File: src/rtl/dsrp_map.svh
`ifndef DSRP_MAP_SVH
`define DSRP_MAP_SVH
// ==========================================
// Device address and link constants
`define DSRP_DEV_ADDR 7'h18
`define DSRP_QTR_CYC 250
`define DSRP_QTR_MIN 4
`define DSRP_CNT_W 16
`define DSRP_SYNC_W 3
// ==========================================
// Bit positions within a symbol or frame
`define DSRP_ACK_BIT 5'h08
`define DSRP_SPI_CMD_LAST 5'h07
`define DSRP_SPI_LAST 5'h0F
`define DSRP_Q_FIRST 2'h0
`define DSRP_Q_LAST 2'h3
`define DSRP_Q_SPI_SMP 2'h1
`define DSRP_Q_SCL_HI 2'h2
// ==========================================
// Two-wire byte steps
`define DSRP_STEP_AW 3'h0
`define DSRP_STEP_REG 3'h1
`define DSRP_STEP_DAT 3'h2
`define DSRP_STEP_AR 3'h3
`define DSRP_STEP_RD 3'h4
// ==========================================
// Pin levels
`define DSRP_OD_LOW 1'h0
`define DSRP_RX_IDLE 8'hFF
`define DSRP_SPI_FILL 8'h00
`endif

File: src/rtl/dsrp_pkg.sv
`include "dsrp_map.svh"
package dsrp_pkg;
	// ==========================================
	// Controller states
	typedef enum logic [7:0] {
		ST_IDLE = 8'h01,
		ST_I2C_START = 8'h02,
		ST_I2C_BIT = 8'h04,
		ST_I2C_STOP = 8'h08,
		ST_SPI_START = 8'h10,
		ST_SPI_BIT = 8'h20,
		ST_SPI_END = 8'h40,
		ST_DONE = 8'h80
	} dsrp_state_t;

	// ==========================================
	// Controller state record
	typedef struct packed {
		dsrp_state_t st;
		logic [`DSRP_CNT_W-1:0] cnt;
		logic [1:0] q;
		logic [4:0] bitn;
		logic [2:0] step;
		logic rnw;
		logic [6:0] reg_a;
		logic [7:0] wdata;
		logic [7:0] sh;
		logic [7:0] rx;
		logic [7:0] rdata;
		logic nack;
		logic scl_low;
		logic sda_low;
		logic sclk;
		logic ss_n;
		logic mosi;
	} dsrp_regs_t;
endpackage

File: src/rtl/dsrp_sync_if.sv
`timescale 1ns/100ps
interface dsrp_sync_if #(parameter int W = 3);
	logic [W-1:0] raw;
	logic [W-1:0] synced;
	modport sampler(input raw, output synced);
	modport user(output raw, input synced);
endinterface

File: src/rtl/dsrp_sync.sv
`timescale 1ns/100ps
module dsrp_sync #(
	parameter int W = 3
) (
	// Clock and reset
	input wire logic i_clk,
	input wire logic i_rst_n,
	// Pins in, synchronised out
	dsrp_sync_if.sampler pins
);
	typedef struct packed {
		logic [W-1:0] s1;
		logic [W-1:0] s2;
	} dsrp_sync_t;

	dsrp_sync_t r_r;
	dsrp_sync_t r_nxt;

	generate
		if (W < 1) begin : g_bad_w
			$error("dsrp_sync width must be at least one");
		end
	endgenerate

	// ==========================================
	// Two flip-flop chain
	always_comb begin
		r_nxt = r_r;
		r_nxt.s1 = pins.raw;
		r_nxt.s2 = r_r.s1;
	end

	always_ff @(posedge i_clk) begin
		if (!i_rst_n) begin
			r_r <= '1;
		end else begin
			r_r <= r_nxt;
		end
	end

	assign pins.synced = r_r.s2;
endmodule

File: src/rtl/dsrp_host.sv
// Function
// - Drive transactions on only one of the two ports at a time.
// - Two-wire lines are only pulled low or released, never driven high.
// - Data changes while clock low; sampled while clock high; eight-bit bytes.
// - Data falling with clock high is start; rising is stop, bus idle.
// - After start, master sends seven-bit address plus direction bit.
// - Reading master acknowledges by pulling low; releasing means not-acknowledge.
// - Start while bus active is repeated start, a new address phase.
// - Four-wire clock idles low; host generates clock and starts transfers.
// - Clock phase one; both sides start driving on first clock edge.
// - Four-wire write clears direction bit and sends data right after command.
`timescale 1ns/100ps
`include "dsrp_map.svh"
module dsrp_host #(
	parameter int QTR_CYC = `DSRP_QTR_CYC
) (
	// Clock and reset
	input wire logic i_clk,
	input wire logic i_rst_n,
	// Command port
	input wire logic i_req,
	input wire logic i_spi,
	input wire logic i_rnw,
	input wire logic [6:0] i_reg,
	input wire logic [7:0] i_wdata,
	output logic o_ready,
	output logic o_done,
	output logic [7:0] o_rdata,
	output logic o_nack,
	// Two-wire pins
	input wire logic i_scl,
	output logic o_scl_o,
	output logic o_scl_oe,
	input wire logic i_sda,
	output logic o_sda_o,
	output logic o_sda_oe,
	// Four-wire pins
	output logic o_sclk,
	output logic o_ss_n,
	output logic o_mosi,
	input wire logic i_miso
);
	localparam logic [`DSRP_CNT_W-1:0] RELOAD = `DSRP_CNT_W'(QTR_CYC - 1);
	localparam dsrp_pkg::dsrp_regs_t RST_V = '{
		st: dsrp_pkg::ST_IDLE, ss_n: 1'h1, default: '0};

	dsrp_pkg::dsrp_regs_t r_r;
	dsrp_pkg::dsrp_regs_t r_nxt;
	logic scl_s;
	logic sda_s;
	logic miso_s;
	logic stall;
	logic tick;
	logic fin;

	generate
		if (QTR_CYC < `DSRP_QTR_MIN || QTR_CYC >= (1 << `DSRP_CNT_W))
		begin : g_bad_qtr
			$error("dsrp_host QTR_CYC out of range");
		end
	endgenerate

	// ==========================================
	// Pin input synchronisers
	dsrp_sync_if #(.W(`DSRP_SYNC_W)) sync_if ();
	assign sync_if.raw = {i_scl, i_sda, i_miso};
	assign {scl_s, sda_s, miso_s} = sync_if.synced;

	dsrp_sync #(.W(`DSRP_SYNC_W)) u_sync (
		.i_clk(i_clk),
		.i_rst_n(i_rst_n),
		.pins(sync_if.sampler)
	);

	// ==========================================
	// Byte sent at each two-wire step
	function automatic logic [7:0] i2c_byte(input logic [2:0] s,
		input dsrp_pkg::dsrp_regs_t v);
		case (s)
			`DSRP_STEP_AW: return {`DSRP_DEV_ADDR, 1'h0};
			`DSRP_STEP_REG: return {1'h0, v.reg_a};
			`DSRP_STEP_DAT: return v.wdata;
			`DSRP_STEP_AR: return {`DSRP_DEV_ADDR, 1'h1};
			default: return `DSRP_RX_IDLE;
		endcase
	endfunction

	// ==========================================
	// Quarter-period timing, slave may stretch the clock in data and acknowledge bits, not in start or stop
	assign stall = (r_r.st == dsrp_pkg::ST_I2C_BIT) && r_r.q[1] && !scl_s;
	assign tick = (r_r.cnt == '0) && !stall;
	assign fin = tick && (r_r.q == `DSRP_Q_LAST);

	// ==========================================
	// Next state
	always_comb begin
		r_nxt = r_r;
		if (r_r.st == dsrp_pkg::ST_IDLE || r_r.st == dsrp_pkg::ST_DONE) begin
			r_nxt.cnt = RELOAD;
		end else if (tick) begin
			r_nxt.cnt = RELOAD;
			r_nxt.q = r_r.q + 2'h1;
		end else if (!stall) begin
			r_nxt.cnt = r_r.cnt - `DSRP_CNT_W'(1);
		end
		case (r_r.st)
			dsrp_pkg::ST_IDLE: begin
				if (i_req) begin
					r_nxt.rnw = i_rnw;
					r_nxt.reg_a = i_reg;
					r_nxt.wdata = i_wdata;
					r_nxt.nack = 1'h0;
					r_nxt.q = `DSRP_Q_FIRST;
					r_nxt.step = `DSRP_STEP_AW;
					r_nxt.st = i_spi ? dsrp_pkg::ST_SPI_START :
						dsrp_pkg::ST_I2C_START;
				end
			end
			dsrp_pkg::ST_I2C_START: begin
				if (fin) begin
					r_nxt.st = dsrp_pkg::ST_I2C_BIT;
					r_nxt.bitn = '0;
					r_nxt.sh = i2c_byte(r_r.step, r_r);
				end
			end
			dsrp_pkg::ST_I2C_BIT: begin
				if (fin) begin
					if (r_r.bitn != `DSRP_ACK_BIT) begin
						r_nxt.bitn = r_r.bitn + 5'h01;
						r_nxt.sh = {r_r.sh[6:0], 1'h1};
						if (r_r.step == `DSRP_STEP_RD) begin
							r_nxt.rx = {r_r.rx[6:0], sda_s};
						end
					end else if (r_r.step != `DSRP_STEP_RD && sda_s) begin
						r_nxt.nack = 1'h1;
						r_nxt.st = dsrp_pkg::ST_I2C_STOP;
					end else begin
						r_nxt.bitn = '0;
						case (r_r.step)
							`DSRP_STEP_AW: r_nxt.step = `DSRP_STEP_REG;
							`DSRP_STEP_REG: begin
								if (r_r.rnw) begin
									r_nxt.step = `DSRP_STEP_AR;
									r_nxt.st = dsrp_pkg::ST_I2C_START;
								end else begin
									r_nxt.step = `DSRP_STEP_DAT;
								end
							end
							`DSRP_STEP_AR: r_nxt.step = `DSRP_STEP_RD;
							default: r_nxt.st = dsrp_pkg::ST_I2C_STOP;
						endcase
						r_nxt.sh = i2c_byte(r_nxt.step, r_r);
					end
				end
			end
			dsrp_pkg::ST_I2C_STOP: begin
				if (fin) begin
					r_nxt.st = dsrp_pkg::ST_DONE;
					r_nxt.rdata = r_r.rx;
				end
			end
			dsrp_pkg::ST_SPI_START: begin
				if (fin) begin
					r_nxt.st = dsrp_pkg::ST_SPI_BIT;
					r_nxt.bitn = '0;
					r_nxt.sh = {r_r.reg_a, r_r.rnw};
				end
			end
			dsrp_pkg::ST_SPI_BIT: begin
				if (tick && r_r.q == `DSRP_Q_SPI_SMP &&
					r_r.bitn > `DSRP_SPI_CMD_LAST) begin
					r_nxt.rx = {r_r.rx[6:0], miso_s};
				end
				if (fin) begin
					if (r_r.bitn == `DSRP_SPI_LAST) begin
						r_nxt.st = dsrp_pkg::ST_SPI_END;
					end else begin
						r_nxt.bitn = r_r.bitn + 5'h01;
					end
					if (r_r.bitn == `DSRP_SPI_CMD_LAST) begin
						r_nxt.sh = r_r.rnw ? `DSRP_SPI_FILL : r_r.wdata;
					end else begin
						r_nxt.sh = {r_r.sh[6:0], 1'h0};
					end
				end
			end
			dsrp_pkg::ST_SPI_END: begin
				if (fin) begin
					r_nxt.st = dsrp_pkg::ST_DONE;
					r_nxt.rdata = r_r.rx;
				end
			end
			dsrp_pkg::ST_DONE: r_nxt.st = dsrp_pkg::ST_IDLE;
			default: r_nxt = RST_V;
		endcase

		// Pin levels; data bits move in the quarter after the clock fell, start and stop edges while the clock is high
		r_nxt.scl_low = 1'h0;
		r_nxt.sda_low = 1'h0;
		case (r_r.st)
			dsrp_pkg::ST_I2C_START: begin
				r_nxt.scl_low = !r_r.q[1];
				r_nxt.sda_low = (r_r.q == `DSRP_Q_FIRST) ? r_r.sda_low :
					(r_r.q == `DSRP_Q_LAST);
			end
			dsrp_pkg::ST_I2C_BIT: begin
				r_nxt.scl_low = !r_r.q[1];
				r_nxt.sda_low = (r_r.q == `DSRP_Q_FIRST) ? r_r.sda_low :
					(r_r.bitn != `DSRP_ACK_BIT) && !r_r.sh[7];
			end
			dsrp_pkg::ST_I2C_STOP: begin
				r_nxt.scl_low = !r_r.q[1];
				r_nxt.sda_low = (r_r.q == `DSRP_Q_FIRST) ? r_r.sda_low :
					(r_r.q != `DSRP_Q_LAST);
			end
			default: begin
				r_nxt.scl_low = 1'h0;
				r_nxt.sda_low = 1'h0;
			end
		endcase
		r_nxt.ss_n = !(r_r.st == dsrp_pkg::ST_SPI_START ||
			r_r.st == dsrp_pkg::ST_SPI_BIT ||
			r_r.st == dsrp_pkg::ST_SPI_END);
		r_nxt.sclk = (r_r.st == dsrp_pkg::ST_SPI_BIT) && !r_r.q[1];
		if (r_r.st == dsrp_pkg::ST_SPI_BIT && r_r.q == `DSRP_Q_FIRST) begin
			r_nxt.mosi = r_r.sh[7];
		end
	end

	always_ff @(posedge i_clk) begin
		if (!i_rst_n) begin
			r_r <= RST_V;
		end else begin
			r_r <= r_nxt;
		end
	end

	// ==========================================
	// Outputs
	assign o_ready = (r_r.st == dsrp_pkg::ST_IDLE);
	assign o_done = (r_r.st == dsrp_pkg::ST_DONE);
	assign o_rdata = r_r.rdata;
	assign o_nack = r_r.nack;
	assign o_scl_o = `DSRP_OD_LOW;
	assign o_sda_o = `DSRP_OD_LOW;
	assign o_scl_oe = r_r.scl_low;
	assign o_sda_oe = r_r.sda_low;
	assign o_sclk = r_r.sclk;
	assign o_ss_n = r_r.ss_n;
	assign o_mosi = r_r.mosi;
endmodule

File: config.mk
export PLATFORM = sky130hd
export DESIGN_NAME = dsrp_host
export DESIGN_NICKNAME = d
export VERILOG_FILES = /design/src/rtl/dsrp_pkg.sv /design/src/rtl/dsrp_sync_if.sv /design/src/rtl/dsrp_sync.sv /design/src/rtl/dsrp_host.sv
export VERILOG_INCLUDE_DIRS = /design/src /design/src/rtl
export SDC_FILE = /design/constraint.sdc
export NUM_CORES = 1
export LEC_CHECK = 0
export BUFFER_PORTS_ARGS = -buffer_cell sky130_fd_sc_hd__buf_4
export CAP_MARGIN = 20
export CELL_PAD_IN_SITES_DETAIL_PLACEMENT = 0
export CELL_PAD_IN_SITES_GLOBAL_PLACEMENT = 1
export CORE_UTILIZATION = 49
export CTS_CLUSTER_SIZE = 8
export DETAILED_ROUTE_END_ITERATION = 10
export PLACE_DENSITY_LB_ADDON = 0.2
export REMOVE_ABC_BUFFERS = 1
export SETUP_SLACK_MARGIN = 0.1
export SYNTH_ARGS = -nofsm -noshare
export SYNTH_HDL_FRONTEND = slang
export SYNTH_HIERARCHICAL = 1
export SYNTH_SLANG_ARGS = --single-unit
File: constraint.sdc
create_clock -name i_clk -period 4.05 [get_ports i_clk]
set_input_delay 0.405 -clock i_clk [delete_from_list [all_inputs] [get_ports i_clk]]
set_output_delay 0.405 -clock i_clk [all_outputs]
set_load 0.02 [all_outputs]
Yosys cells after proc, flatten, opt, wreduce, memory -nomap -nowiden
Cells that the tools add are included.
W data, S select, Z words.
{ "classes": {"add_sub_neg": 3, "n_eq_ne": 45, "n_lt_le_gt_ge": 1, "bitwise_logic": 7, "mux": 65, "n_reduce_logical": 42} }
{ "op_table": {"columns": ["op", "n"], "rows": [
  ["$mux W8", 26],
  ["$pmux W8 S4", 2],
  ["$pmux W8 S6", 1],
  ["$pmux W8 S5", 1],
  ["$pmux W16 S2", 1],
  ["$pmux W8 S2", 2],
  ["$ne A2 B2 Y1 const B", 14],
  ["$mux W5", 5],
  ["$pmux W8 S3", 1],
  ["$pmux W5 S4", 1],
  ["$mux W19", 1],
  ["$pmux W3 S3", 2],
  ["$reduce_or A6 Y1", 3],
  ["$logic_not A16 Y1", 1],
  ["$mux W16", 1],
  ["$sub A16 B1 Y16 const B", 1],
  ["$mux W3", 5],
  ["$reduce_and A5 Y1", 3],
  ["$eq A3 B2 Y1 const B", 4],
  ["$ne A2 B1 Y1 const B", 6],
  ["$reduce_and A6 Y1", 2],
  ["$logic_and A1 B1 Y1", 10],
  ["$mux W1", 10],
  ["$reduce_and A10 Y1", 1],
  ["other kinds (37)", 59]
]} }
{ "totals": {"input_bits": 23, "regBits": 86, "elab_cells": 183, "out_inout_bits": 18} }

Depth between registers and ports, before layout
Gate-level depths: netlist of the first run.
{ "logic_depth": {"depth_word": 14, "mapped_depth": 10, "depth_no_buf": 8} }

Hierarchy
Netlist of the first run, hierarchy kept.
{ "modules_own_cells": {"columns": ["module", "instances", "area_per_inst_um2", "cells_per_inst", "seq_area_each_um2"], "rows": [
  ["dsrp_host", 1, 4285.4, 494, 1601.5],
  ["dsrp_sync", 1, 157.7, 12, 120.1]
]} }

Least setup slack after synthesis of the first run
OpenSTA, ideal clock, no wires.
{ "synth_path": {"path_type": "reg-to-reg", "startpoint": "reg r_r[56] in the netlist's numbering", "endpoint": "reg r_r (netlist bit o_rdata[0])", "n_path_buf": 2, "arrival_time_ps": 2312, "t_required_ps": 3936, "setup_time_ps": 114, "period_less_slack_ps": 2426, "slack_ps": 1624, "stages_incl_launch_ff": 11, "path_cell_list": "dfxtp_1 > inv_1 > ha_1 > nor4b_1 > nand3b_4 > or3_1 > buf_6 > or3_1 > buf_6 > mux2i_1 > nor2_1"} }
{ "synth_between": {"elab_chain_cells": 5} }
{ "synth_rtl": {"columns": ["item", "line_no", "rtl"], "rows": [
  ["from (decl)", "dsrp_host.sv:47", "dsrp_pkg::dsrp_regs_t r_r;"],
  ["from (signal assigned)", "dsrp_host.sv:234", "r_r <= r_nxt;"],
  ["$logic_not A16 Y1", "dsrp_host.sv:91", "assign tick = (r_r.cnt == '0) && !stall;"],
  ["$logic_and A1 B1 Y1", "dsrp_host.sv:91", null],
  ["$logic_and A1 B1 Y1", "dsrp_host.sv:92", "assign fin = tick && (r_r.q == `DSRP_Q_LAST);"],
  ["$ne A2 B1 Y1 (no source line)", null, null],
  ["$reduce_and A2 Y1 (no source line)", null, null]
]} }
No other way between the ends.
A chain may end at the register's enable or synchronous reset.

Worst setup path in the final report of the first run
{ "layout_path": {"startpoint": "reg r_r[74] in the netlist's numbering", "endpoint": "reg r_r (netlist bit o_rdata[7])"} }
{ "layout_between": {"elab_chain_cells": 8, "word_cells_on_any_way": 19, "cone_classes": "9 x eq/ne; 1 x mux; 1 x bitwise; 8 x reduce/logical"} }
{ "layout_rtl": {"columns": ["item", "line_no", "rtl"], "rows": [
  ["$eq A8 B3 Y1", "dsrp_host.sv:90, dsrp_host.sv:106", null],
  ["$logic_and A1 B1 Y1 (2 in series)", "dsrp_host.sv:90", "assign stall = (r_r.st == dsrp_pkg::ST_I2C_BIT) && r_r.q[1] && !scl_s;"],
  ["$logic_not A1 Y1", null, null],
  ["$logic_and A1 B1 Y1", "dsrp_host.sv:91", null],
  ["$logic_and A1 B1 Y1", "dsrp_host.sv:92", null],
  ["$ne A2 B1 Y1 (no source line)", null, null],
  ["$reduce_and A2 Y1 (no source line)", null, null]
]} }
Several ways; a longest one is shown, not always the timed one.

==> results.md, run 1 <==
| Item | Reported | Unit |
|---|---|---|
| Die width | 97.2 | um |
| Mean Syn Cell Area | 8.78 | sq um |
| Antenna Cells | 0 | - |
| Primary FF master, synth | sky130_fd_sc_hd__dfxtp_1 | - |
| PwrDens | 563 | mW/mm^2 |
| Root buffer selected by CTS | sky130_fd_sc_hd__clkbuf_8 | - |
| CTS Buf Count | 9 | - |
| Routed Wire Length | 10,900 | um |
| Register area share after synthesis | 38.7 | % |
| Data arrival time of the critical path | 3250 | ps |
| Worst Setup Path Type | reg -> reg | - |
| Area of the die | 0.00945 | sq mm |
| Tightest Hold Check Type | in -> reg | - |
| Outcome | finished clean | - |
| Setup clock skew after layout | 13.2 | ps |
| Global-route usage over all layers | 23.9 | % |
| Min Hold Slack | 215 | ps |
| Fraction of registers with async set or reset after synthesis | 0 | % |
| Post-synthesis instance total | 506 | - |
| Transition at the pin with the smallest max-transition slack | 1000 | ps |
| CORE AREA | 0.00876 | sq mm |
| Vias after detailed routing | 3,869 | - |
| Count of flip-flops with a built-in enable after synthesis | 0 | - |
| Total instance count after detailed placement | 621 | - |
| Post-cts gate resize count | 0 | - |
| Minimum clock period after layout | 3000 | ps |
| Vias in the first global route | 3,625 | - |
| Number of standard cells in the final layout excluding fillers | 637 | - |
| Number of H-tree levels | 3 | - |
| Largest net degree at the start of global routing | 30 | - |
| Summed negative setup slack over all endpoints | 0 | ps |
| Number of nets with antenna violations after detailed routing | 0 | - |
| Post-Syn Area | 0.00444 | sq mm |
| Endpoint required time on the critical path | 4300 | ps |
| Flip-flop and latch count after synthesis | 86 | - |
| Number of warnings issued by yosys | 6 | - |
| TritonCTS sink count | 86 | - |
| CTS max path bufs | 2 | - |
| Largest cells by area after synthesis | sky130_fd_sc_hd__dfxtp_1, sky130_fd_sc_hd__a22o_1, sky130_fd_sc_hd__nor2_1, sky130_fd_sc_hd__a21oi_1, sky130_fd_sc_hd__mux2i_1 | - |
| Type of element capturing the critical path | flop | - |
| Number of standard-cell rows in the floorplan | 34 | - |
| Leakage power of the design | 1.91 | nW |
| Leading cell type by number of instances after synthesis | sky130_fd_sc_hd__dfxtp_1 | - |
| Upper clock frequency limit | 333 | MHz |
| Library cell occupying the most area in the post-synthesis netlist | sky130_fd_sc_hd__dfxtp_1 | - |
| Number of nets in the layout | 554 | - |
| Worst VDD drop | 0.239 | mV |
| Area growth from synthesis to layout | 10.4 | % |
| Length of the first detailed-routing pass in iterations | 8 | - |
| Max-cap violation count | 0 | - |
| Tightest slew margin relative to the limit | 33.1 | % |
| Starting utilization of the core area | 50.7 | % |
| Finish-stage setup viols | 0 | - |
| Yosys top cell area share | 38.7 | % |
| Wire length of the first global-routing pass | 18,200 | um |
| Mean routed wirelength per cell | 17.1 | um |
| Port buffer count | 38 | - |
| Via density per instance | 6.07 | - |
| Number of hold-slack violations in the final timing report | 0 | - |
| Clock transition at the registers of the reported paths | 100 | ps |
| Kind of start point of the critical path | flop | - |
| Starting DRC count in detailed routing | 300 | - |
| Chip Height | 97.2 | um |
| CTS tree | yes | - |
| Clk_lat worst skew | 370 | ps |
| Buffer count from post-CTS setup fixing | 0 | - |
| GPL Wtd Cong | 0.843 | - |
| Number of primary I/O pins | 41 | - |
| Detailed placement HPWL | 7800 | um |
| Global route overflow | 0 | - |
| Largest fanout of any net on the critical path | 11 | - |
| Share of post-route cells with drive strength above 1 | 13.8 | % |
| Initial antenna violation count | 0 | - |
| Part of the cycle the worst path needs | 74.1 | % |
| Max-slew violations | 0 | - |
| Ranking of synthesized cells by instance count | sky130_fd_sc_hd__dfxtp_1, sky130_fd_sc_hd__nor2_1, sky130_fd_sc_hd__nand2_1 | - |
| RSZ-0062 raised after global routing | no | - |
| Detailed-route DRC error count | 0 | - |
| Post-synthesis cell type count | 68 | - |
| Hold buffers post-CTS | 0 | - |
-- cell families after synthesis --
logic type	count (synthesis)	share of synthesized area, %
buffers and inverters	53	6.05
xor gates and xnor gates	23	4.53
adders and majority gates	7	1.97
and+or+nand+nor	186	23.0
muxes	12	2.70
DFF	86	38.7
AOI/OAI and AO/OA	138	23.0
other	1	0.0844
-- sequential cells by signal, indices dropped and copies added, names as in the netlist --
| register | cells |
|---|---|
| o_rdata | 8 |
| o_nack | 1 |
| o_ss_n | 1 |
| o_sclk | 1 |
| o_scl_oe | 1 |
| r_r | 66 |
| u_sync/r_nxt | 3 |
| o_sda_oe | 1 |
| o_mosi | 1 |
| u_sync/pins.synced | 3 |
-- worst max-delay path, stage by stage (launching register included) --
cell	delay (ps)
sky130_fd_sc_hd__dfxtp_1	560
sky130_fd_sc_hd__or4b_2	640
sky130_fd_sc_hd__nor3_1	530
sky130_fd_sc_hd__or3_1	390
sky130_fd_sc_hd__or3_1	470
sky130_fd_sc_hd__mux2i_1	250
sky130_fd_sc_hd__nor2_1	50
-- area by class of cell --
type                       instances  area (sq um)
fill                             816          3860
multi-input combinational        368          2460
sequential                        86          1720
timing repair buffer              43           323
tap                              108           135
clock buffer                       9           124
clock inverter                     7          85.1
inverter                          16          60.1
-- through the flow --
step	power, mW	cell area [sq um]	util (%)	setup WS (ps)
5_1_grt	2.95	4900	56.0	896
6_report	2.76	4900	56.0	1050
3_5_place_dp	2.12	4700	53.6	1100
4_1_cts	2.77	4900	56.0	1070
2_1_floorplan	1.82	4240	-	1140
3_3_place_gp	2.10	4700	53.6	1200
-- final timing paths --
path | startpoint | end | slack (ps) | depth (start not counted)
max | r_r[74]$_SDFFE_PN0P_ | o_rdata[7]$_SDFFE_PN0P_ | 1050 | 6
min | i_sda | u_sync/r_nxt[1]$_SDFF_PN1_ | 220 | 2
max reg2reg | r_r[74]$_SDFFE_PN0P_ | o_rdata[7]$_SDFFE_PN0P_ | 1050 | 6
min reg2reg | u_sync/r_nxt[1]$_SDFF_PN1_ | u_sync/pins.synced[1]$_SDFF_PN1_ | 410 | 1
-- metal layers --
layer	vias up	track usage, %	part of all wire (%)
met5	-	0	0
met4	0	9.16	1.6
met3	20	5.32	6.7
met2	136	36.7	45
met1	1822	32.8	47
li1	1891	-	-
-- cells in the final DEF (no fill, tap or decap), types with 3 or more instances in the layout --
| master | instances |
|---|---|
| sky130_fd_sc_hd__o21ai_0 | 16 |
| sky130_fd_sc_hd__or4_1 | 5 |
| sky130_fd_sc_hd__nand4_1 | 4 |
| sky130_fd_sc_hd__xnor2_1 | 10 |
| sky130_fd_sc_hd__nor3_1 | 12 |
| sky130_fd_sc_hd__a221oi_1 | 8 |
| sky130_fd_sc_hd__a22oi_1 | 4 |
| sky130_fd_sc_hd__ha_1 | 7 |
| sky130_fd_sc_hd__nand3_1 | 23 |
| sky130_fd_sc_hd__xor2_1 | 13 |
| sky130_fd_sc_hd__and3_1 | 5 |
| sky130_fd_sc_hd__nor2b_1 | 8 |
| sky130_fd_sc_hd__a22o_1 | 21 |
| sky130_fd_sc_hd__clkbuf_8 | 9 |
| sky130_fd_sc_hd__nor2_1 | 48 |
| sky130_fd_sc_hd__dfxtp_1 | 86 |
| sky130_fd_sc_hd__nor4_1 | 7 |
| sky130_fd_sc_hd__nand4b_1 | 4 |
| sky130_fd_sc_hd__mux2i_1 | 12 |
| sky130_fd_sc_hd__nand2_1 | 31 |
| sky130_fd_sc_hd__o2bb2ai_1 | 12 |
| sky130_fd_sc_hd__a31oi_1 | 3 |
| sky130_fd_sc_hd__a21oi_1 | 25 |
| sky130_fd_sc_hd__a21o_1 | 3 |
| sky130_fd_sc_hd__o22ai_1 | 3 |
| sky130_fd_sc_hd__o21ai_1 | 8 |
| sky130_fd_sc_hd__a221o_1 | 4 |
| sky130_fd_sc_hd__nand2b_1 | 11 |
| sky130_fd_sc_hd__inv_1 | 16 |
| sky130_fd_sc_hd__and2_1 | 3 |
| sky130_fd_sc_hd__nor4b_1 | 5 |
| sky130_fd_sc_hd__or3_1 | 4 |
| sky130_fd_sc_hd__buf_4 | 43 |
| sky130_fd_sc_hd__a211oi_1 | 6 |
| sky130_fd_sc_hd__o31ai_1 | 5 |
-- where the power goes --
| part | switching [mW] | total, mW | internal [mW] |
|---|---|---|---|
| sequential | 0.136 | 1.08 | 0.943 |
| combinational | 0.630 | 1.04 | 0.407 |
| clock | 0.345 | 0.643 | 0.298 |
Power figures use the tool's default switching activity.
==> run 2: changes to the inputs <==
--- a/config.mk
+++ b/config.mk
@@ -10,7 +10,7 @@
 export CAP_MARGIN = 20
 export CELL_PAD_IN_SITES_DETAIL_PLACEMENT = 0
 export CELL_PAD_IN_SITES_GLOBAL_PLACEMENT = 1
-export CORE_UTILIZATION = 49
+export CORE_UTILIZATION = 45
 export CTS_CLUSTER_SIZE = 8
 export DETAILED_ROUTE_END_ITERATION = 10
 export PLACE_DENSITY_LB_ADDON = 0.2
==> constraint.sdc (replaced) <==
create_clock -name i_clk -period 2.97 [get_ports i_clk]
set_input_delay 0.297 -clock i_clk [delete_from_list [all_inputs] [get_ports i_clk]]
set_output_delay 0.297 -clock i_clk [all_outputs]
set_load 0.02 [all_outputs]
==> run 2 against run 1 <==
Core utilization down 2.1 points. Setup slack lost 680 ps. Sequential share of layout area shrank 1.2 points.
==> results.md, run 2 (synthesis gave the netlist of run 1 again) <==
| Item | Reported | Unit |
|---|---|---|
| Outcome | finished clean | - |
| Initial antenna violation count | 0 | - |
| Starting utilization of the core area | 47.2 | % |
| Vias after detailed routing | 3,949 | - |
| CTS max path bufs | 2 | - |
| Largest fanout of any net on the critical path | 14 | - |
| Wire length of the first global-routing pass | 18,600 | um |
| Finish-stage setup viols | 0 | - |
| Setup clock skew after layout | 10.6 | ps |
| Tightest slew margin relative to the limit | 54.5 | % |
| Number of nets in the layout | 570 | - |
| Part of the cycle the worst path needs | 87.6 | % |
| Global-route usage over all layers | 23.2 | % |
| Filler cell count in the final layout | 918 | - |
| Data arrival time of the critical path | 2900 | ps |
| CTS Buf Count | 9 | - |
| Highest-count cells in the layout ignoring fill and taps | sky130_fd_sc_hd__dfxtp_1, sky130_fd_sc_hd__buf_4, sky130_fd_sc_hd__nor2_1 | - |
| Worst hold path cell count | 2 | - |
| Most Frequent Cell on Critical Path | sky130_fd_sc_hd__a21oi_1 | - |
| Min Hold Slack | 115 | ps |
| Root buffer selected by CTS | sky130_fd_sc_hd__clkbuf_8 | - |
| Tightest Hold Check Type | in -> reg | - |
| Port buffer count | 38 | - |
| Summed negative setup slack over all endpoints | 0 | ps |
| CTS tree | yes | - |
| Share of total power in combinational logic | 38.5 | % |
| Mean routed wirelength per cell | 16.5 | um |
| Register area | 0.00172 | sq mm |
| Cell with the biggest individual delay on the critical path | sky130_fd_sc_hd__a21oi_1 | - |
| Number of hold-slack violations in the final timing report | 0 | - |
| Top reg by flops | r_r | - |
| TritonCTS sink count | 86 | - |
| Worst reg-to-reg path cell count | 7 | - |
| Cell chain of the critical path | nor4_4, and3_1, a21oi_1, a21oi_1, nand3_1, buf_4, nor2_1 | - |
| Clk_lat worst skew | 360 | ps |
| Slowest stage delay, CP | 520 | ps |
| Chip Height | 101 | um |
| CORE AREA | 0.00942 | sq mm |
| Minimum clock period after layout | 2600 | ps |
| Area growth from synthesis to layout | 14.2 | % |
| Max-cap violation count | 0 | - |
| Critical path buffer and inverter count | 1 | - |
| PwrDens | 764 | mW/mm^2 |
| Max-slew violations | 0 | - |
| Number of primary I/O pins | 41 | - |
| Area of the die | 0.0103 | sq mm |
| Detailed placement HPWL | 8130 | um |
| Number of nets with antenna violations after detailed routing | 0 | - |
| Seq pwr share | 37.8 | % |
| Die width | 101 | um |
| Largest net degree at the start of global routing | 30 | - |
| Antenna Cells | 0 | - |
| Global route overflow | 0 | - |
| Number of standard-cell rows in the floorplan | 35 | - |
| Internal portion of total power | 2.40 | mW |
| Type of element capturing the critical path | flop | - |
| Routed Wire Length | 11,100 | um |
| Critical path depth | 7 | - |
| Most frequent standard cell in the layout excluding fill and tap cells | sky130_fd_sc_hd__dfxtp_1 | - |
| GPL Wtd Cong | 0.864 | - |
| Worst VDD drop | 0.516 | mV |
| Endpoint required time on the critical path | 3270 | ps |
| Top cell family by delay on the critical path | simple AND/OR/NAND/NOR gates | - |
| RSZ-0062 raised after global routing | no | - |
| Net Switching | 1.48 | mW |
| Share of post-route cells with drive strength above 1 | 16.5 | % |
| Leakage power of the design | 2.01 | nW |
| Max reg flops | 66 | - |
| Upper clock frequency limit | 384 | MHz |
| Clock transition at the registers of the reported paths | 90 | ps |
| Worst Setup Path Type | reg -> reg | - |
| Clock group share of total power | 23.7 | % |
| Combined area of the multi-input logic cells | 0.00247 | sq mm |
| Number of H-tree levels | 3 | - |
| Length of the first detailed-routing pass in iterations | 4 | - |
| Detailed-route DRC error count | 0 | - |
| Transition at the pin with the smallest max-transition slack | 672 | ps |
| Via density per instance | 5.86 | - |
| Switching share of power | 38.2 | % |
| Vias in the first global route | 3,709 | - |
| Starting DRC count in detailed routing | 267 | - |
| Kind of start point of the critical path | flop | - |
[run 2: routing by layer]
metal	share of wire (%)	vias up	wire, um	global-route usage (%)
met2	45	106	5060	35.6
met5	0	-	0	0
met4	2.1	0	234	9.03
li1	-	1924	-	-
met1	47	1890	5230	31.8
met3	5.5	29	608	5.18
[run 2: what timing repair did]
item | CTS | global route
setup endpoints to repair | 0 | 8
hold buffers | 0 | 0
resized for setup | 0 | 2
buffers inserted | 0 | 0
[run 2: final timing paths]
check                                  start                                to  slack, ps
setup / recovery        r_r[77]$_SDFFE_PN0P_              r_r[67]$_SDFFE_PP0P_        370
setup reg to reg        r_r[77]$_SDFFE_PN0P_              r_r[67]$_SDFFE_PP0P_        370
hold reg to reg   u_sync/r_nxt[0]$_SDFF_PN1_  u_sync/pins.synced[0]$_SDFF_PN1_        420
hold / removal                         i_scl        u_sync/r_nxt[2]$_SDFF_PN1_        110
[run 2: final cells by class]
class                      instances  share of cell area, %
multi-input combinational        368                   48.6
sequential                        86                   33.9
timing repair buffer              59                   8.73
tap                              129                   3.18
clock buffer                      11                   2.79
clock inverter                     5                   1.60
inverter                          16                   1.18
[run 2: metrics by stage]
| step | instance area (sq um) | instances | power (mW) | setup WS [ps] | util, % |
|---|---|---|---|---|---|
| after global placement | 4840 | 658 | 2.93 | 265 | 51.4 |
| after floorplan | 4240 | 470 | 2.49 | 55.2 | - |
| after CTS | 5060 | 674 | 3.89 | 143 | 53.8 |
| after global routing | 5080 | 674 | 4.13 | 193 | 53.9 |
| final | 5080 | 674 | 3.88 | 367 | 53.9 |
| after detailed placement | 4840 | 658 | 2.96 | 169 | 51.4 |
[run 2: power by group through the flow]
stage	Combinational (mW)	Clock, mW	Sequential [mW]
4_1_cts	1.48	0.941	1.47
6_report	1.49	0.918	1.47
2_1_floorplan	1.03	0	1.46
5_1_grt	1.64	0.995	1.49
3_3_place_gp	1.45	0	1.48
3_5_place_dp	1.47	0	1.49
[run 2: worst reg2reg max path: stages (launching register included)]
cell and delay, ps:
sky130_fd_sc_hd__dfxtp_1 480, sky130_fd_sc_hd__nor4_4 470, sky130_fd_sc_hd__and3_1 260, sky130_fd_sc_hd__a21oi_1 110, sky130_fd_sc_hd__a21oi_1 520, sky130_fd_sc_hd__nand3_1 340, sky130_fd_sc_hd__buf_4 250, sky130_fd_sc_hd__nor2_1 100
==> run 3: changes to the inputs <==
--- a/config.mk
+++ b/config.mk
@@ -10,9 +10,11 @@
 export CAP_MARGIN = 20
 export CELL_PAD_IN_SITES_DETAIL_PLACEMENT = 0
 export CELL_PAD_IN_SITES_GLOBAL_PLACEMENT = 1
-export CORE_UTILIZATION = 45
+export CORE_UTILIZATION = 49
+export CTS_CLUSTER_DIAMETER = 150
 export CTS_CLUSTER_SIZE = 8
 export DETAILED_ROUTE_END_ITERATION = 10
+export GPL_TIMING_DRIVEN = 0
 export PLACE_DENSITY_LB_ADDON = 0.2
 export REMOVE_ABC_BUFFERS = 1
 export SETUP_SLACK_MARGIN = 0.1
==> constraint.sdc (replaced) <==
create_clock -name i_clk -period 3.2 [get_ports i_clk]
set_input_delay 0.32 -clock i_clk [delete_from_list [all_inputs] [get_ports i_clk]]
set_output_delay 0.32 -clock i_clk [all_outputs]
set_load 0.02 [all_outputs]
==> run 3 against run 2 <==
Wire length is 3.3% lower. Sequential share of layout area is 1.2 points higher. Core utilization is 2.1 points higher. Maximum frequency is 10% lower. Via count is 1.4% lower. Clock-buffer cell count is 1 lower. Non-clock buffer count is 17 lower. Die area is 8.0% lower. Critical endpoint is now r_r[74]$_SDFFE_PN0P_.
==> results.md, run 3 (synthesis gave the netlist of run 1 again) <==
| Item | Reported | Unit |
|---|---|---|
| Antenna Cells | 0 | - |
| Outcome | finished clean | - |
| Area of the die | 0.00945 | sq mm |
| Register-to-register path setup slack | 300 | ps |
| Clk_lat worst skew | 370 | ps |
| Setup clock skew after layout | 12.5 | ps |
| TritonCTS sink count | 86 | - |
| Largest fanout of any net on the critical path | 9 | - |
| Routed Wire Length | 10,800 | um |
| Worst VDD drop | 0.322 | mV |
| Number of nets with antenna violations after detailed routing | 0 | - |
| CTS Buf Count | 9 | - |
| Clock transition at the registers of the reported paths | 90 | ps |
| Via density per instance | 6.12 | - |
| Type of element capturing the critical path | flop | - |
| Min setup slack post-route | 299 | ps |
| Slowest stage delay, CP | 540 | ps |
| Top cell family by delay on the critical path | simple AND/OR/NAND/NOR gates | - |
| Data arrival time of the critical path | 3150 | ps |
| Tightest Hold Check Type | in -> reg | - |
| Worst Setup Path Type | reg -> reg | - |
| Port buffer count | 38 | - |
| Global route overflow | 0 | - |
| Wire length of the first global-routing pass | 18,500 | um |
| Leakage power of the design | 1.90 | nW |
| RSZ-0062 raised after global routing | no | - |
| Starting utilization of the core area | 50.7 | % |
| Max reg flops | 66 | - |
| Number of nets in the layout | 553 | - |
| Max-cap violation count | 0 | - |
| Transition at the pin with the smallest max-transition slack | 954 | ps |
| Pre-CTS setup slack | 55.9 | ps |
| Chip Height | 97.2 | um |
| Vias in the first global route | 3,719 | - |
| Number of primary I/O pins | 41 | - |
| Register area | 0.00172 | sq mm |
| CTS tree | yes | - |
| Minimum clock period after layout | 2900 | ps |
| Total instance count after detailed placement | 620 | - |
| Vias after detailed routing | 3,893 | - |
| Root buffer selected by CTS | sky130_fd_sc_hd__clkbuf_8 | - |
| GPL Wtd Cong | 0.855 | - |
| Share of post-route cells with drive strength above 1 | 14.4 | % |
| Global-route usage over all layers | 23.9 | % |
| Starting DRC count in detailed routing | 263 | - |
| Number of hold-slack violations in the final timing report | 0 | - |
| Buffer count from post-CTS setup fixing | 0 | - |
| Part of the cycle the worst path needs | 90.7 | % |
| Filler cell count in the final layout | 823 | - |
| Endpoint required time on the critical path | 3450 | ps |
| Number of standard-cell rows in the floorplan | 34 | - |
| Largest net degree at the start of global routing | 30 | - |
| Number of standard cells in the final layout excluding fillers | 636 | - |
| CORE AREA | 0.00876 | sq mm |
| Initial antenna violation count | 0 | - |
| Combined area of the multi-input logic cells | 0.00248 | sq mm |
| Die width | 97.2 | um |
| Most frequent standard cell in the layout excluding fill and tap cells | sky130_fd_sc_hd__dfxtp_1 | - |
| Length of the first detailed-routing pass in iterations | 5 | - |
| Summed negative setup slack over all endpoints | 0 | ps |
| Top reg by flops | r_r | - |
| Max-slew violations | 0 | - |
| CTS max path bufs | 2 | - |
| PwrDens | 696 | mW/mm^2 |
| Finish-stage setup viols | 0 | - |
| Post-route total power | 3.41 | mW |
| Detailed-route DRC error count | 0 | - |
| Critical path buffer and inverter count | 2 | - |
| Highest-count cells in the layout ignoring fill and taps | sky130_fd_sc_hd__dfxtp_1, sky130_fd_sc_hd__nor2_1, sky130_fd_sc_hd__buf_4 | - |
| Min Hold Slack | 135 | ps |
| Detailed placement HPWL | 7690 | um |
| Area growth from synthesis to layout | 10.5 | % |
| Upper clock frequency limit | 345 | MHz |
| Cell with the biggest individual delay on the critical path | sky130_fd_sc_hd__or3_1 | - |
| Tightest slew margin relative to the limit | 36.2 | % |
| Kind of start point of the critical path | flop | - |
| Mean routed wirelength per cell | 16.9 | um |
| Number of H-tree levels | 3 | - |
| Cell chain of the critical path | inv_1, ha_1, nor4b_1, nand3b_4, or3_1, a211oi_2, buf_4, mux2i_1, nor2_1 | - |
run 3: worst paths after layout:
| path | endpoint | depth (start not counted) | from |
|---|---|---|---|
| setup reg to reg | r_r[74]$_SDFFE_PN0P_ | 9 | r_r[56]$_SDFFE_PN0P_ |
| setup / recovery | r_r[74]$_SDFFE_PN0P_ | 9 | r_r[56]$_SDFFE_PN0P_ |
| hold / removal | u_sync/r_nxt[2]$_SDFF_PN1_ | 2 | i_scl |
| hold reg to reg | u_sync/pins.synced[1]$_SDFF_PN1_ | 1 | u_sync/r_nxt[1]$_SDFF_PN1_ |
run 3: layer usage:
layer	track usage (%)	wire length, um
met5	0	0
met4	8.71	152
met3	4.17	608
met2	36.7	4900
met1	33.7	5110
run 3: what timing repair did:
action	in CTS	in global routing
gates resized for setup	1	1
setup endpoints to repair	2	8
cloned	0	0
hold buffers	0	0
run 3: power breakdown:
group	switching, mW	total (mW)	leakage (nW)	internal [mW]
clock	0.426	0.741	0.0950	0.316
combinational	0.781	1.30	1.11	0.521
sequential	0.178	1.37	0.699	1.19
run 3: through the flow:
step                      instance area (sq um)  util, %
final                                      4910     56.0
after global routing                       4910     56.0
after CTS                                  4900     56.0
after detailed placement                   4710     53.7
after global placement                     4660     53.2
after floorplan                            4240        -
run 3: cell type report:
type | count | share of cell area [%]
well taps | 108 | 2.75
flip-flops and latches | 86 | 35.1
multi-input cells | 368 | 50.5
inverters | 16 | 1.22
clock inverters | 6 | 1.10
repair buffers | 42 | 6.55
clock buffers | 10 | 2.80
